$ cat src/ifc_pkg.sv
// Constants, register map and encodings shared by the flash control unit.
package ifc_pkg;

	// Register port widths.
	localparam int ADDR_W = 4;
	localparam int DATA_W = 8;

	// Register offsets on the register port.
	localparam logic [3:0] OFS_KEY1_LOW  = 4'h0;
	localparam logic [3:0] OFS_KEY1_HIGH = 4'h1;
	localparam logic [3:0] OFS_KEY2_LOW  = 4'h2;
	localparam logic [3:0] OFS_KEY2_HIGH = 4'h3;
	localparam logic [3:0] OFS_KEY3_LOW  = 4'h4;
	localparam logic [3:0] OFS_KEY3_HIGH = 4'h5;
	localparam logic [3:0] OFS_OP_CTRL   = 4'h6;
	localparam logic [3:0] OFS_RST_PAT   = 4'h7;
	localparam logic [3:0] OFS_BUF_CTRL  = 4'h8;

	// Field positions in flash_op_control and write_buffer_control.
	localparam int BIT_UNLOCKED   = 7;
	localparam int SEL_MSB        = 6;
	localparam int SEL_LSB        = 4;
	localparam int BIT_TRIGGER    = 3;
	localparam int BIT_PROG_GO    = 2;
	localparam int BIT_READ_ALLOW = 1;
	localparam int BIT_READ_GO    = 0;
	localparam int BIT_FLUSH      = 0;

	// Value of every register after reset.
	localparam logic [7:0] RST_BYTE = 8'h00;

	// Unlock key, one byte per key register.
	localparam logic [7:0] KEY1_LOW  = 8'h00;
	localparam logic [7:0] KEY2_LOW  = 8'h0d;
	localparam logic [7:0] KEY3_LOW  = 8'hc3;
	localparam logic [7:0] KEY1_HIGH = 8'h04;
	localparam logic [7:0] KEY2_HIGH = 8'h09;
	localparam logic [7:0] KEY3_HIGH = 8'h40;

	// Pattern that requests a whole-chip reset.
	localparam logic [7:0] CHIP_RESET_KEY = 8'h55;

	// Unlock procedure timer, in clock cycles.
	localparam int UNLOCK_CYCLES_DEF = 1024;
	localparam int TIMER_W           = 16;

	// Operation-select codes; 010, 100, 101 and 111 are reserved.
	typedef enum logic [2:0] {
		OP_WRITE      = 3'b000,
		OP_PAGE_ERASE = 3'b001,
		OP_READ       = 3'b011,
		OP_UNLOCK     = 3'b110
	} ifc_op_e;

	// Unlock procedure state.
	typedef enum logic [0:0] {
		UNL_IDLE  = 1'b0,
		UNL_ARMED = 1'b1
	} ifc_unlock_e;

endpackage

$ cat src/ifc_go_bit.sv
// Start bit that software sets and hardware clears when the process is done.
`timescale 1ns/100ps
module ifc_go_bit
	import ifc_pkg::*;
(
	// Clock and reset.
	input  wire logic clock,
	input  wire logic reset_n,
	// Software set request and completion from the flash side.
	input  wire logic setReq,
	input  wire logic done,
	// Bit state and one-cycle start pulse.
	output logic      goBit,
	output logic      start
);

	logic goBit_r;
	logic goBit_nxt;
	logic start_r;
	logic start_nxt;

	// A set while already running is ignored; completion only counts while running.
	assign goBit_nxt = goBit_r ? ~done : setReq;
	assign start_nxt = setReq & ~goBit_r;

	always_ff @(posedge clock or negedge reset_n)
	begin
		if (!reset_n)
		begin
			goBit_r <= 1'b0;
			start_r <= 1'b0;
		end
		else
		begin
			goBit_r <= goBit_nxt;
			start_r <= start_nxt;
		end
	end

	assign goBit = goBit_r;
	assign start = start_r;

endmodule // ifc_go_bit

$ cat src/ifc_flash_ctrl.sv
// Control and status logic for in-application flash programming.
//
// Behaviour
// Software writing one to the unlocked bit changes nothing.
// Software clearing the unlocked bit disables erase and write at once; a hardware set in the same cycle keeps the bit set.
// Hardware sets the unlocked bit only after a correct unlock.
// Select codes: 000 write, 001 erase, 011 read, 110 unlock.
// Software unlocks before any page erase or write.
// Trigger bit starts a timer; hardware clears it at timeout.
// Software writes the key before the unlock timer expires.
// Program-go starts erase or write; hardware clears it when done.
// Reads proceed only while read-allow is one.
// Read-go starts a read; hardware clears it when done.
// Software never sets program-go, read-allow and read-go in one write.
// CPU is stalled while a read, erase or write runs.
// Software checks the sub clock is stable before erase or write.
// Software waits for completion before starting another operation.
// Writing 55H to the reset pattern register resets the chip.
// Buffer-flush bit starts a clear; hardware clears it when done.
// Upper seven bits of buffer control read as zero.
// Six key registers are 8-bit read/write, zero after reset.
// Key is 00H 0DH C3H on low registers, 04H 09H 40H on high.
// A wrong key leaves erase and write disabled.
// Unlock timer length is a parameter in clock cycles.
`timescale 1ns/100ps
module ifc_flash_ctrl
	import ifc_pkg::*;
#(
	parameter int UNLOCK_CYCLES = UNLOCK_CYCLES_DEF
)
(
	// Clock and reset.
	input  wire logic              clock,
	input  wire logic              reset_n,
	// Register port.
	input  wire logic [ADDR_W-1:0] regAddr,
	input  wire logic [DATA_W-1:0] regWrData,
	input  wire logic              regWrite,
	input  wire logic              regRead,
	output logic      [DATA_W-1:0] regRdData,
	// Flash array side.
	output logic      [2:0]        flashOpMode,
	output logic                   flashProgStart,
	input  wire logic              flashProgDone,
	output logic                   flashReadStart,
	input  wire logic              flashReadDone,
	output logic                   bufClearStart,
	input  wire logic              bufClearDone,
	// System side.
	output logic                   eraseWriteEnabled,
	output logic                   cpuStall,
	output logic                   chipResetReq
);

	// Key registers and control state.
	logic [7:0]         keyWord1Low_r;
	logic [7:0]         keyWord1High_r;
	logic [7:0]         keyWord2Low_r;
	logic [7:0]         keyWord2High_r;
	logic [7:0]         keyWord3Low_r;
	logic [7:0]         keyWord3High_r;
	logic [2:0]         opSel_r;
	logic               readAllow_r;
	logic               unlocked_r;
	logic               unlocked_nxt;
	logic [7:0]         rstPattern_r;
	logic               chipResetReq_r;
	logic               cpuStall_r;
	logic [DATA_W-1:0]  regRdData_r;
	logic [DATA_W-1:0]  regRdData_nxt;

	// Unlock procedure.
	ifc_unlock_e        unlockState_r;
	ifc_unlock_e        unlockState_nxt;
	logic [TIMER_W-1:0] unlockTimer_r;
	logic [TIMER_W-1:0] unlockTimer_nxt;

	// Address decode.
	wire selKey1Low  = (regAddr == OFS_KEY1_LOW);
	wire selKey1High = (regAddr == OFS_KEY1_HIGH);
	wire selKey2Low  = (regAddr == OFS_KEY2_LOW);
	wire selKey2High = (regAddr == OFS_KEY2_HIGH);
	wire selKey3Low  = (regAddr == OFS_KEY3_LOW);
	wire selKey3High = (regAddr == OFS_KEY3_HIGH);
	wire selOpCtrl   = (regAddr == OFS_OP_CTRL);
	wire selRstPat   = (regAddr == OFS_RST_PAT);
	wire selBufCtrl  = (regAddr == OFS_BUF_CTRL);

	wire wrOpCtrl  = regWrite & selOpCtrl;
	wire wrRstPat  = regWrite & selRstPat;
	wire wrBufCtrl = regWrite & selBufCtrl;

	// Fields of a control write.
	wire [2:0] wrSel       = regWrData[SEL_MSB:SEL_LSB];
	wire       wrUnlocked  = regWrData[BIT_UNLOCKED];
	wire       wrTrigger   = regWrData[BIT_TRIGGER];
	wire       wrProgGo    = regWrData[BIT_PROG_GO];
	wire       wrReadAllow = regWrData[BIT_READ_ALLOW];
	wire       wrReadGo    = regWrData[BIT_READ_GO];

	// Go bit state from the sequencers.
	logic progGo;
	logic readGo;
	logic flushGo;
	logic progStart;
	logic readStart;
	logic flushStart;

	// The mode a go bit acts on is the one already selected, not the one in the same write.
	wire selIsWrite = (opSel_r == OP_WRITE);
	wire selIsErase = (opSel_r == OP_PAGE_ERASE);
	wire selIsRead  = (opSel_r == OP_READ);
	wire selIsUnl   = (opSel_r == OP_UNLOCK);

	// Forbidden combined write
	// A write that sets all three start and enable bits at once is treated as malformed.
	wire allThreeSet = wrProgGo & wrReadAllow & wrReadGo;

	// Only one operation runs at a time; a request while another runs is dropped.
	wire anyBusy = progGo | readGo | flushGo;

	// Program-go start
	// Erase and write need the unlock
	wire progSetReq = wrOpCtrl & wrProgGo & ~allThreeSet & ~anyBusy & unlocked_r
		& (selIsWrite | selIsErase);

	// Read gate
	// Read-go start
	wire readSetReq = wrOpCtrl & wrReadGo & ~allThreeSet & ~anyBusy & readAllow_r
		& selIsRead;

	// Buffer flush start
	wire flushSetReq = wrBufCtrl & regWrData[BIT_FLUSH] & ~anyBusy;

	ifc_go_bit u_prog_go (
		.clock   (clock),
		.reset_n (reset_n),
		.setReq  (progSetReq),
		.done    (flashProgDone),
		.goBit   (progGo),
		.start   (progStart)
	);

	ifc_go_bit u_read_go (
		.clock   (clock),
		.reset_n (reset_n),
		.setReq  (readSetReq),
		.done    (flashReadDone),
		.goBit   (readGo),
		.start   (readStart)
	);

	ifc_go_bit u_flush_go (
		.clock   (clock),
		.reset_n (reset_n),
		.setReq  (flushSetReq),
		.done    (bufClearDone),
		.goBit   (flushGo),
		.start   (flushStart)
	);

	// Key comparison
	wire keyMatch = (keyWord1Low_r == KEY1_LOW) & (keyWord2Low_r == KEY2_LOW)
		& (keyWord3Low_r == KEY3_LOW) & (keyWord1High_r == KEY1_HIGH)
		& (keyWord2High_r == KEY2_HIGH) & (keyWord3High_r == KEY3_HIGH);

	// Trigger arms the timer
	wire unlockArm = wrOpCtrl & wrTrigger & selIsUnl & (unlockState_r == UNL_IDLE);
	wire timerDone = (unlockState_r == UNL_ARMED) & (unlockTimer_r == '0);

	// Timer length in cycles
	always_comb
	begin
		unlockState_nxt = unlockState_r;
		unlockTimer_nxt = unlockTimer_r;
		case (unlockState_r)
			UNL_IDLE:
			begin
				if (unlockArm)
				begin
					unlockState_nxt = UNL_ARMED;
					unlockTimer_nxt = TIMER_W'(UNLOCK_CYCLES - 1);
				end
			end
			UNL_ARMED:
			begin
				// Hardware clears trigger
				if (timerDone)
					unlockState_nxt = UNL_IDLE;
				else
					unlockTimer_nxt = unlockTimer_r - 1'b1;
			end
			default:
			begin
				unlockState_nxt = UNL_IDLE;
				unlockTimer_nxt = '0;
			end
		endcase
	end

	// The key is judged at timeout so that software may write it in any order.
	wire unlockSet = timerDone & keyMatch;

	// Write of one ignored
	// Software clear disables
	// Wrong key stays locked
	// A hardware set in the same cycle as a software clear wins.
	always_comb
	begin
		unlocked_nxt = unlocked_r;
		if (wrOpCtrl & ~wrUnlocked)
			unlocked_nxt = 1'b0;
		if (unlockSet)
			unlocked_nxt = 1'b1;
	end

	// Key registers
	always_ff @(posedge clock or negedge reset_n)
	begin
		if (!reset_n)
		begin
			keyWord1Low_r  <= RST_BYTE;
			keyWord1High_r <= RST_BYTE;
			keyWord2Low_r  <= RST_BYTE;
			keyWord2High_r <= RST_BYTE;
			keyWord3Low_r  <= RST_BYTE;
			keyWord3High_r <= RST_BYTE;
		end
		else if (regWrite)
		begin
			if (selKey1Low)
				keyWord1Low_r <= regWrData;
			if (selKey1High)
				keyWord1High_r <= regWrData;
			if (selKey2Low)
				keyWord2Low_r <= regWrData;
			if (selKey2High)
				keyWord2High_r <= regWrData;
			if (selKey3Low)
				keyWord3Low_r <= regWrData;
			if (selKey3High)
				keyWord3High_r <= regWrData;
		end
	end

	// Operation select field
	// The select field is frozen while an operation runs so the flash sees a steady mode.
	always_ff @(posedge clock or negedge reset_n)
	begin
		if (!reset_n)
		begin
			opSel_r     <= OP_WRITE;
			readAllow_r <= 1'b0;
		end
		else if (wrOpCtrl & ~anyBusy)
		begin
			opSel_r     <= wrSel;
			readAllow_r <= wrReadAllow & ~allThreeSet;
		end
	end

	// Unlock state, timer and status bit.
	always_ff @(posedge clock or negedge reset_n)
	begin
		if (!reset_n)
		begin
			unlockState_r <= UNL_IDLE;
			unlockTimer_r <= '0;
			unlocked_r    <= 1'b0;
		end
		else
		begin
			unlockState_r <= unlockState_nxt;
			unlockTimer_r <= unlockTimer_nxt;
			unlocked_r    <= unlocked_nxt;
		end
	end

	// Chip reset pattern
	always_ff @(posedge clock or negedge reset_n)
	begin
		if (!reset_n)
		begin
			rstPattern_r   <= RST_BYTE;
			chipResetReq_r <= 1'b0;
		end
		else
		begin
			if (wrRstPat)
				rstPattern_r <= regWrData;
			chipResetReq_r <= wrRstPat & (regWrData == CHIP_RESET_KEY);
		end
	end

	// CPU stall
	// The stall starts in the cycle after the go bit is set and drops two cycles after done.
	always_ff @(posedge clock or negedge reset_n)
	begin
		if (!reset_n)
			cpuStall_r <= 1'b0;
		else
			cpuStall_r <= progGo | readGo;
	end

	// Read data multiplexer.
	wire [7:0] opCtrlView = {unlocked_r, opSel_r, (unlockState_r == UNL_ARMED),
		progGo, readAllow_r, readGo};

	// Upper buffer bits read zero
	wire [7:0] bufCtrlView = {7'h00, flushGo};

	always_comb
	begin
		regRdData_nxt = 8'h00;
		if (regRead)
		begin
			case (regAddr)
				OFS_KEY1_LOW:  regRdData_nxt = keyWord1Low_r;
				OFS_KEY1_HIGH: regRdData_nxt = keyWord1High_r;
				OFS_KEY2_LOW:  regRdData_nxt = keyWord2Low_r;
				OFS_KEY2_HIGH: regRdData_nxt = keyWord2High_r;
				OFS_KEY3_LOW:  regRdData_nxt = keyWord3Low_r;
				OFS_KEY3_HIGH: regRdData_nxt = keyWord3High_r;
				OFS_OP_CTRL:   regRdData_nxt = opCtrlView;
				OFS_RST_PAT:   regRdData_nxt = rstPattern_r;
				OFS_BUF_CTRL:  regRdData_nxt = bufCtrlView;
				default:       regRdData_nxt = 8'h00;
			endcase
		end
	end

	always_ff @(posedge clock or negedge reset_n)
	begin
		if (!reset_n)
			regRdData_r <= 8'h00;
		else
			regRdData_r <= regRdData_nxt;
	end

	// Outputs, each from a flip-flop.
	assign regRdData         = regRdData_r;
	assign flashOpMode       = opSel_r;
	assign flashProgStart    = progStart;
	assign flashReadStart    = readStart;
	assign bufClearStart     = flushStart;
	assign eraseWriteEnabled = unlocked_r;
	assign cpuStall          = cpuStall_r;
	assign chipResetReq      = chipResetReq_r;

endmodule // ifc_flash_ctrl

$ cat config.mk
export PLATFORM = sky130hd
export DESIGN_NAME = ifc_flash_ctrl
export DESIGN_NICKNAME = d
export VERILOG_FILES = /design/src/ifc_pkg.sv /design/src/ifc_go_bit.sv /design/src/ifc_flash_ctrl.sv
export SDC_FILE = /design/constraint.sdc
export NUM_CORES = 1
export LEC_CHECK = 0
export BUFFER_PORTS_ARGS = -buffer_cell sky130_fd_sc_hd__buf_2
export CAP_MARGIN = 20
export CORE_MARGIN = 8
export CORE_UTILIZATION = 25
export CTS_CLUSTER_DIAMETER = 40
export DETAILED_ROUTE_END_ITERATION = 8
export SLEW_MARGIN = 20
export SYNTH_ARGS = -nofsm -noshare
export SYNTH_HDL_FRONTEND = slang
export SYNTH_SLANG_ARGS = --single-unit
export TNS_END_PERCENT = 20
$ cat constraint.sdc
create_clock -name clock -period 2.1 [get_ports clock]
set_input_delay 0.105 -clock clock [delete_from_list [all_inputs] [get_ports clock]]
set_output_delay 0.105 -clock clock [all_outputs]
set_load 0.02 [all_outputs]
==> metrics.md <==
| Metric | Value |
|---|---|
| Commonest non-fill, non-tap cells in the layout | 94 x dfrtp_1, 61 x mux2_2, 34 x buf_2, 23 x nor2_1 |
| H-tree levels | 3 |
| Clock tree buffer depth | 2 |
| Die Wd | 152 microns |
| Top_reg_cell synth | dfrtp_1 |
| Peak VDD IR | 0.325 mV |
| PortBufs | 35 |
| Slew @ Worst Pin | 987 ps |
| Via count | 3500 |
| Hold wc startpoint | bufClearDone |
| Hold Fails Final Rpt | 0 |
| Via density | 5.12 |
| Max Freq | 0.505 GHz |
| Unique masters post-synth | 62 |
| Hold Crit Depth | 3 |
| CTS tree | yes |
| Register area share after synthesis | 0.509 |
| Global routing usage on met1 | 0.139 |
| Cts bufs inserted | 9 |
| Routed Antenna Nets | 0 |
| Drt wl/cell | 18.4 microns |
| Share of layout cells above drive strength 1 | 0.330 |
| Slew margin rel. | 0.335 |
| Mapped cell area | 4620 sq um |
| Start point of the critical path | unlockTimer_r[4]$_DFFE_PN0P_ |
| Final Cycle Share | 0.942 |
| Fillers | 1803 |
| Setup TNS | 0 ps |
| R2R depth | 5 |
| Initial Util | 0.256 |
| Critical Path RT | 2330 ps |
| Top Usage Layer GRT | met2 |
| Vias in the first global route | 3566 |
| Crit-path max FO | 7 |
| Design Power | 5.27 mW |
| R2r startpoint | unlockTimer_r[4]$_DFFE_PN0P_ |
| CP startpoint kind | flop |
| # DRC | 0 |
| GPL Wtd Cong | 0.870 |
| Max Cap Viol | 0 |
| Worst hold slack | 39.8 ps |
| Die height | 152 microns |
| GRT Overall Usage | 0.109 |
| Synth-to-Final Area Change | 20.0% |
| Worst-path clk slew | 60 ps |
| Most common cell after layout, fill and taps aside | dfrtp_1 |
| Total wire length | 12600 microns |
| Largest net degree at the start of global routing | 95 |
| First-pass GRT wire length | 20100 microns |
| Hold Crit Class | input port to flop |
| Synth Instances | 398 |
| R2R Path End | unlockTimer_r[11]$_DFFE_PN0P_ |
| Initial DRC Count | 255 |
| Yosys reg bits | 94 |
| Layout Nets | 471 |
| Leakage power | 2.42 nW |
| Met2 Use GR | 0.173 |
| Slew Viols, Final | 0 |
| Tmin final | 1980 ps |
| Worst hold endpoint | u_flush_go.goBit$_DFF_PN0_ |
| Unrepaired setup endpoints after global routing | yes |
| Worst skew pair latency | 350 ps |
| Postcts setup bufs | 0 |
| Core ar. | 18100 sq um |
| Antenna violations before repair | 1 |
| CP arrival | 2210 ps |
| Cell count after placement | 666 |
| EDFF count, synth | 0 |
| CP Class | flop to flop |
| CTS sink cnt | 94 |
| Final HPWL DP | 9250 microns |
| Result of the run | complete, no violations |
| Final worst slack | 121 ps |
| Ys async rst share | 1.00 |
| DP Worst Slack | 68.7 ps |
| Pwr Density | 951 nW/um^2 |
| Non-filler instance count after layout | 684 |
| Endpoints failing setup | 0 |
| Skew final | 7.79 ps |
| Ys Warns | 0 |
| Total iterations of the first detailed-routing run | 4 |
| Clk root buf | clkbuf_16 |
| Routing usage on met3 | 0.0281 |
| Die ar. | 23100 sq um |
| # IOs | 36 |
| Mapped Nets | 419 |
| Reg2Reg Setup Slack | 120 ps |
| Grt total ovfl | 0 |
| Antenna fix cells | 0 |
| Rows | 49 |
| Endpoint type of the worst setup path | flop |
| Syn Area/Cell | 11.6 sq um |
-- worst max-delay path, cell delays in order (launching register included) --
cell      delay (ps)
dfrtp_1          420
or4_4            620
nor4_4           350
nand3b_1         160
xnor2_1          150
a22o_1           170
-- report_power, final --
group	leakage [nW]	internal (mW)	switching, mW
logic	1.09	0.546	0.541
clock network	0.153	0.963	0.701
registers	1.18	2.17	0.351
-- how the worst max path moves through the flow --
| stage | to |
|---|---|
| after floorplan | unlockTimer_r[14]$_DFFE_PN0P_ |
| after global placement | unlockTimer_r[14]$_DFFE_PN0P_ |
| after detailed placement | unlockTimer_r[14]$_DFFE_PN0P_ |
| after CTS | unlockTimer_r[14]$_DFFE_PN0P_ |
| after global routing | unlockTimer_r[15]$_DFFE_PN0P_ |
| final | unlockTimer_r[11]$_DFFE_PN0P_ |
-- sequential cells by signal, summed over array words and instances, names as in the netlist, 3 cells and up --
signal	cells
keyWord2High_r	8
keyWord3Low_r	8
rstPattern_r	8
flashOpMode	3
regRdData	8
keyWord2Low_r	8
keyWord3High_r	8
keyWord1High_r	8
unlockTimer_r	16
keyWord1Low_r	8
-- cell usage after synthesis, types with 6 or more instances --
| cell | n | share of area |
|---|---|---|
| inv_1 | 8 | 0.0065 |
| mux2_2 | 61 | 0.15 |
| nand4_1 | 6 | 0.0081 |
| o21ai_0 | 7 | 0.0076 |
| dfrtp_1 | 94 | 0.51 |
| mux2i_1 | 12 | 0.026 |
| nand2_1 | 21 | 0.017 |
| a22o_1 | 9 | 0.017 |
| nor2b_1 | 6 | 0.0081 |
| nor4b_1 | 6 | 0.011 |
| nand3_1 | 16 | 0.017 |
| clkbuf_1 | 9 | 0.0073 |
| nor3_1 | 12 | 0.013 |
| nor4_1 | 7 | 0.0095 |
| a21oi_1 | 17 | 0.018 |
| nor2_1 | 23 | 0.019 |
-- cells by family after synthesis --
logic type,share of synthesized area
adder cells (fa/ha/maj),0.00541
XOR/XNOR,0.0114
multiplexers,0.188
AO/OA/AOI/OAI,0.105
AND/OR/NAND/NOR,0.157
buffers and inverters,0.0249
flip-flops,0.509
-- layout make-up --
class,count,area (sq um),share of cell area
tap,229,287,0.0516
timing repair buffer,60,408,0.0735
clock inverter,6,70.1,0.0126
multi-input combinational,277,2160,0.390
clock buffer,10,239,0.0431
inverter,8,30.0,0.00541
sequential,94,2350,0.424
-- layer usage --
layer	wire length [microns]	up-vias	share of wire
li1	-	1592	-
met1	5500	1769	0.44
met2	5960	112	0.47
met3	757	25	0.060
met4	357	2	0.028
met5	10	-	0.00079
-- per-stage QoR --
step           utilization  instance area [sq um]
2_1_floorplan            -                   4620
3_3_place_gp         0.288                   5210
3_5_place_dp         0.288                   5210
4_1_cts              0.306                   5540
5_1_grt              0.307                   5550
6_report             0.307                   5550
-- repair_timing --
| action | CTS | global route |
|---|---|---|
| gates resized for setup | 0 | 1 |
| endpoints found under the hold margin | 95 | 0 |
| hold buffers | 2 | 0 |
| endpoints found under the setup margin | 0 | 7 |
(Power assumes the default switching activity.)
